<file path="config.mk">
export PLATFORM = sky130hd
export DESIGN_NAME = hbp_top
export DESIGN_NICKNAME = d
export VERILOG_FILES = /design/src/rtl/hbp_pkg.sv /design/src/rtl/hbp_top.sv
export SDC_FILE = /design/constraint.sdc
export NUM_CORES = 1
export LEC_CHECK = 0
export ABC_AREA = 1
export ABC_CLOCK_PERIOD_IN_PS = 3100
export BUFFER_PORTS_ARGS = -buffer_cell sky130_fd_sc_hd__buf_4
export CORE_UTILIZATION = 55
export CTS_BUF_LIST = sky130_fd_sc_hd__clkbuf_8
export DETAILED_ROUTE_END_ITERATION = 7
export PLACE_DENSITY = 0.75
export RECOVER_POWER = 25
export SETUP_SLACK_MARGIN = 0.1
export SLEW_MARGIN = 0
export SYNTH_ARGS = -nofsm -noshare
export SYNTH_HDL_FRONTEND = slang
export SYNTH_SLANG_ARGS = --single-unit
</file>
<file path="constraint.sdc">
create_clock -name REF_CLK -period 3.1 [get_ports REF_CLK]
set_input_delay 0.31 -clock REF_CLK [delete_from_list [all_inputs] [get_ports REF_CLK]]
set_output_delay 0.31 -clock REF_CLK [all_outputs]
set_load 0.02 [all_outputs]
</file>
<file path="src/rtl/hbp_pkg.sv">
// Constants for the host bus port with one-second timing.
// Notes on behaviour
// - Device reset low puts the port into its reset state.
// - Pin as output carries the reference divided by 8000.
// - Strobe mode, write line high: store data at the 11-bit address.
// - Strobe mode, write line low: drive the addressed register out.
// - Strobe mode access needs select low, strobe low, reset high.
// - Async mode: read strobe low drives the addressed register.
// - Async mode: falling write strobe stores data at the address.
// - Async write needs select low, read strobe high, reset high.
// - Select high: data bus floats, interrupt output stays high (inactive).
// - Every access decodes an 11-bit register address.
// - Timing strap high picks strobe mode, low picks async mode.
// - Data bus is two-way: write data in, read data out.
`default_nettype none
package hbp_pkg;
   // ****************************************************
   // Register map
   // ****************************************************
   localparam int ADDR_W = 11;
   localparam int DATA_W = 8;
   localparam logic [10:0] OFS_MODE   = 11'h200;
   localparam logic [10:0] OFS_STATUS = 11'h201;
   localparam logic [10:0] OFS_LATCH  = 11'h202;
   localparam logic [7:0]  MODE_RST   = 8'h00;
   localparam int          MODE_SEC_OUT_BIT = 0;
   localparam logic [7:0]  UNMAPPED_VAL = 8'h00;
   // ****************************************************
   // Timing
   // ****************************************************
   localparam int REF_HZ  = 8000;
   localparam int SEC_DIV = 8000;
   localparam int DIV_W   = 13;
   localparam int SYNC_N  = 3;
endpackage
`default_nettype wire

</file>
<file path="src/rtl/hbp_top.sv">
// Host bus port: register access in two bus modes and one-second pin.
`default_nettype none
module hbp_top
#(
   parameter int SEC_DIV = hbp_pkg::SEC_DIV
)
(
   input  wire logic        REF_CLK,
   input  wire logic        SYS_RST,
   input  wire logic        HOST_RESET_N,
   input  wire logic        HOST_BUS_CLK,
   input  wire logic        BUS_TIMING_SELECT,
   input  wire logic        HOST_SELECT_N,
   input  wire logic        CTRL_WNR_RD_N,
   input  wire logic        CTRL_AS_N_WR_N,
   input  wire logic [10:0] HOST_ADDR,
   input  wire logic [7:0]  HOST_DATA_I,
   output logic      [7:0]  HOST_DATA_O,
   output logic             HOST_DATA_OE,
   output logic             HOST_IRQ_N,
   input  wire logic        FRAME_RATE_REF_IN,
   input  wire logic        SECOND_PULSE_PIN_I,
   output logic             SECOND_PULSE_PIN_O,
   output logic             SECOND_PULSE_PIN_OE
);

   // ****************************************************
   // State
   // ****************************************************
   typedef struct packed {
      logic [2:0]       rst_n;
      logic [2:0]       bclk;
      logic [2:0]       refc;
      logic [2:0]       sec;
      logic [2:0]       a2;
      logic [2:0]       a1;
      logic [1:0]       cs_n;
      logic [1:0]       tsel;
      logic [1:0][10:0] addr;
      logic [1:0][7:0]  din;
      logic [7:0]       mode;
      logic [12:0]      div;
      logic             sec_o;
      logic [7:0]       ref_cnt;
      logic [7:0]       latch;
      logic [7:0]       rdata;
      logic             oe;
   } hbp_state_t;

   localparam logic [12:0] DIV_LAST =
      13'(SEC_DIV - 1);
   localparam logic [12:0] DIV_HALF =
      13'(SEC_DIV / 2 - 1);

   hbp_state_t s_q;
   hbp_state_t s_d;

   // Decoded views of the synchronised pins.
   logic       dev_rst;
   logic       cs_on;
   logic       strobe_mode;
   logic       bclk_rise;
   logic       ref_rise;
   logic       sec_rise;
   logic       wr_fall;
   logic       sync_qual;
   logic       sync_wr;
   logic       sync_rd;
   logic       async_rd;
   logic       async_wr;
   logic       do_wr;
   logic       sec_out;
   logic [7:0] rd_mux;

   // Stage 1 of every synchroniser feeds only stage 2; edges use 2 and 3.
   always_comb
   begin
      dev_rst     = !s_q.rst_n[1];
      cs_on       = !s_q.cs_n[1];
      strobe_mode = s_q.tsel[1];
      bclk_rise   = s_q.bclk[1] && !s_q.bclk[2];
      ref_rise    = s_q.refc[1] && !s_q.refc[2];
      sec_rise    = s_q.sec[1] && !s_q.sec[2];
      wr_fall     = !s_q.a1[1] && s_q.a1[2];
      sync_qual   = strobe_mode && cs_on && !s_q.a1[1]
                    && !dev_rst;
      sync_wr     = sync_qual && bclk_rise && s_q.a2[1];
      sync_rd     = sync_qual && !s_q.a2[1];
      async_rd    = !strobe_mode && cs_on && !s_q.a2[1]
                    && !dev_rst;
      async_wr    = !strobe_mode && cs_on && s_q.a2[1]
                    && wr_fall && !dev_rst;
      do_wr       = (sync_wr || async_wr)
                    && s_q.addr[1] == hbp_pkg::OFS_MODE;
      sec_out     = s_q.mode[hbp_pkg::MODE_SEC_OUT_BIT];
   end

   // Read decode; unmapped offsets read as zero.
   always_comb
   begin
      case (s_q.addr[1])
         hbp_pkg::OFS_MODE:   rd_mux = s_q.mode;
         hbp_pkg::OFS_STATUS: rd_mux = {5'h00, strobe_mode,
                                        s_q.sec[1], s_q.sec_o};
         hbp_pkg::OFS_LATCH:  rd_mux = s_q.latch;
         default:             rd_mux = hbp_pkg::UNMAPPED_VAL;
      endcase
   end

   // ****************************************************
   // Next state
   // ****************************************************
   // Address and data pass the same two stages as the strobes, so a
   // write edge sees the address that stood with it; the host must keep
   // them steady for a few reference clocks around each strobe edge.
   always_comb
   begin
      s_d         = s_q;
      s_d.rst_n   = {s_q.rst_n[1:0], HOST_RESET_N};
      s_d.bclk    = {s_q.bclk[1:0], HOST_BUS_CLK};
      s_d.refc    = {s_q.refc[1:0], FRAME_RATE_REF_IN};
      s_d.sec     = {s_q.sec[1:0], SECOND_PULSE_PIN_I};
      s_d.a2      = {s_q.a2[1:0], CTRL_WNR_RD_N};
      s_d.a1      = {s_q.a1[1:0], CTRL_AS_N_WR_N};
      s_d.cs_n    = {s_q.cs_n[0], HOST_SELECT_N};
      s_d.tsel    = {s_q.tsel[0], BUS_TIMING_SELECT};
      s_d.addr    = {s_q.addr[0], HOST_ADDR};
      s_d.din     = {s_q.din[0], HOST_DATA_I};
      // Writes only land while selected; idle pins change nothing.
      if (do_wr)
      begin
         s_d.mode = s_q.din[1];
      end
      // Divider toggles twice per period of SEC_DIV reference edges.
      if (ref_rise)
      begin
         s_d.ref_cnt = s_q.ref_cnt + 8'h01;
         if (s_q.div == DIV_LAST)
         begin
            s_d.div   = 13'h0000;
            s_d.sec_o = 1'b0;
         end
         else
         begin
            s_d.div = s_q.div + 13'h0001;
            if (s_q.div == DIV_HALF)
            begin
               s_d.sec_o = 1'b1;
            end
         end
      end
      // Snapshot of the reference count on an external second.
      if (!sec_out && sec_rise)
      begin
         s_d.latch = s_q.ref_cnt;
      end
      // Read data is re-registered every cycle, so it follows the address
      // live; the bus only sees it while a qualified read holds OE high.
      s_d.rdata = rd_mux;
      s_d.oe    = sync_rd || async_rd;
      // Device reset clears control and restarts the divider.
      if (dev_rst)
      begin
         s_d.mode    = hbp_pkg::MODE_RST;
         s_d.div     = 13'h0000;
         s_d.sec_o   = 1'b0;
         s_d.ref_cnt = 8'h00;
         s_d.latch   = 8'h00;
         s_d.oe      = 1'b0;
      end
   end

   // ****************************************************
   // Registers
   // ****************************************************
   // Reset parks select and strobe synchronisers at their idle levels and the reset synchroniser low.
   always_ff @(posedge REF_CLK)
   begin
      if (SYS_RST)
      begin
         s_q       <= '0;
         s_q.rst_n <= 3'h0;
         s_q.cs_n  <= 2'h3;
         s_q.a1    <= 3'h7;
         s_q.a2    <= 3'h7;
      end
      else
      begin
         s_q <= s_d;
      end
   end

   // Outputs come straight from flip-flops, save HOST_IRQ_N, tied high; no interrupt source exists.
   assign HOST_DATA_O         = s_q.rdata;
   assign HOST_DATA_OE        = s_q.oe;
   assign HOST_IRQ_N          = 1'b1;
   assign SECOND_PULSE_PIN_O  = s_q.sec_o;
   assign SECOND_PULSE_PIN_OE = s_q.mode[0];
endmodule
`default_nettype wire

</file>
==> impl_metrics.yaml <==
layout:
  antenna-diode-count: 0
  area_delta_synth_final_pct: 13.0
  final_nets: 579
  finalInstanceArea_sq_mm: 0.00447
  drive_gt1_share_pct: 15.2
  layout_common_cells: "115 x nor2_1, 105 x dfxtp_1, 97 x inv_1"
  fin_cells: 648
  final_common_cell: "nor2_1"
  fin_util_pct: 65.1
setup_path:
  timing.rr.start: "s_d[100]"
  rr_endpoint: "s_q[23]"
  r2r_slack_ps: 1480
  worstPathArrival_ps: 1880
  end_kind: "flop"
  reg2reg_depth: 7
  worst_ep_required_time_ps: 3370
  cp_max_fo: 13
  critPathKind: "reg -> reg"
  start_kind: "flop"
  cp-startpoint: "s_d[100]"
synth:
  synth_cell_types: 33
  seq_area_frac_synth_pct: 53.1
  avgSynthCellArea_sq_um: 7.63
  synth_warnings: 0
  synth_seq_cells: 105
  synth_nets: 550
  netlist_instances: 519
  syn_area_sq_mm: 0.00396
clock_tree:
  cts_hold_buf: 0
  tritoncts: "done"
  cts_buffers: 9
  cts_htree_levels: 3
  clock_path_buffers: 2
  clkLatencyLatePin_ps: 360
  cts.repair.resized: 0
  clk_pin_slew_ps: 100
  cts_setup_buffers: 0
  cts.sinks: 105
  root_buffer: "clkbuf_8"
sta:
  setup_viol: 0
  period_needed_ps: 1620
  rsz0062_at_grt: "false"
  max_freq_ghz: 0.619
  fin_crit_sh_pct: 52.1
  slew_violations: 0
  fin_tns_setup_ps: 0
  finalHoldViolCount: 0
  skew_ps: 5.86
  tightest_slew_ps: 512
  max_slew_margin_pct: 65.8
grt:
  gr-total-overflow: 0
  antenna_found_initial: 0
  grt_pass1_wl_um: 11200
  grt_pass1_vias: 2706
  track_usage_pct: 19.2
  grt_max_degree: 59
floorplanning:
  initial_core_util_pct: 57.7
  ios: 41
  row_count: 30
  core_area_sq_mm: 0.00687
  die-area_sq_mm: 0.00754
  die_w_um: 86.9
  fp.dieH_um: 86.9
power:
  fin_total_pwr_mw: 2.43
  ir_drop_mv: 0.313
  combPwrFrac_pct: 4.3
  pwr-share-seq_pct: 57.2
  p_sw_mw: 0.525
  power_density_mw_per_mm2: 544
  swShare_pct: 21.6
  intPower_mw: 1.91
  clkPwrFrac_pct: 38.5
  p_leak_nw: 1.87
hold_path:
  whs_endpoint: "s_d[90]"
  hp-class: "in -> reg"
  min_path_cells: 2
  min_from: "CTRL_AS_N_WR_N"
detailed_routing:
  viasPerCell: 4.58
  final_antenna_net_count: 0
  drt_iter0_drc: 104
  wl_per_cell_um: 9.85
  first_pass_iters: 4
  wirelength_um: 6380
  route.detailed.drc: 0
  vias: 2970
placement:
  place_area_sq_mm: 0.00425
  numPortBuffers: 39
  gp_congestion: 0.832
  hpwl_um: 4510
  dp.cells: 633
run_status:
  outcome: "completed"
job:
  cap_violations: 0
[metal layers]
layer	up-vias	track usage [%]	wire length, um
met1	1318	22.5	2910
li1	1591	-	-
met4	0	8.64	127
met2	49	33.9	3090
met3	12	3.70	254
met5	-	0	0
[kinds of logic (layout without fill, tap and decap cells)]
family | Yosys count | after routing | share of synthesized area, %
flops | 105 | 105 | 53.1
xor+xnor | 2 | 2 | 0.442
other cells | 1 | 1 | 0.0947
simple gates | 240 | 240 | 26.9
fa+ha+maj | 2 | 2 | 0.632
buf+inv | 128 | 161 | 13.3
compound gates | 41 | 41 | 5.56
[power by group through the flow]
stage | sequential (mW) | combinational, mW | clock [mW]
after floorplan | 1.42 | 0.0698 | 0
after global placement | 1.42 | 0.103 | 0
after detailed placement | 1.43 | 0.106 | 0
after CTS | 1.39 | 0.107 | 0.957
after global routing | 1.40 | 0.120 | 1.01
final | 1.39 | 0.105 | 0.936
[critical path: stages (launching register included)]
cell and delay (ps):
dfxtp_1 360, nand2_2 200, inv_2 240, nand3_1 170
nor3_1 310, nand3_1 120, nand2_1 70, nor2_1 40
[metrics by stage]
| stage | hold WS [ps] | setup slack [ps] |
|---|---|---|
| finish | 127 | 1480 |
| detailed placement | 393 | 1170 |
| CTS | 112 | 1460 |
| global placement | 390 | 1250 |
| floorplan | 388 | 1750 |
| global route | 118 | 1290 |
[cell usage after synthesis (all sizes together)]
cell,n,share of area (%)
a21oi,17,2.1
dfxtp,105,53
nand3,21,3.0
nand2,69,6.8
nor3,15,2.1
a2111oi,1,0.22
ha,2,0.63
conb,1,0.095
or2,6,0.95
o21ai,20,2.6
clkinv,2,0.19
inv,105,10
a21boi,1,0.19
xor2,2,0.44
buf,14,2.5
o21bai,1,0.19
nor2,121,13
clkbuf,7,0.66
nor3b,3,0.57
nand4,4,0.63
nand3b,1,0.19
a21o,1,0.19
[area by class of cell]
type,count,area (sq um)
Fill cell,602,2400
Sequential cell,105,2100
Multi-Input combinational cell,286,1330
Clock buffer,10,138
Inverter,107,402
Clock inverter,5,87.6
Tap cell,96,120
Timing Repair Buffer,39,293
[flip-flops by register name, indices dropped and copies added (netlist names)]
register	flops
s_q	61
s_d	33
HOST_DATA_O	8
HOST_DATA_OE	1
SECOND_PULSE_PIN_O	1
SECOND_PULSE_PIN_OE	1
[how the worst max path moves through the flow]
stage,end,slack (ps),cells after the start
2_1_floorplan,s_q[33],1750,8
6_report,s_q[23],1480,7
5_1_grt,s_q[23],1290,7
4_1_cts,s_q[23],1460,7
3_5_place_dp,s_q[33],1170,8
3_3_place_gp,s_q[33],1250,8
Note: power is estimated with default switching activity, not from simulation.
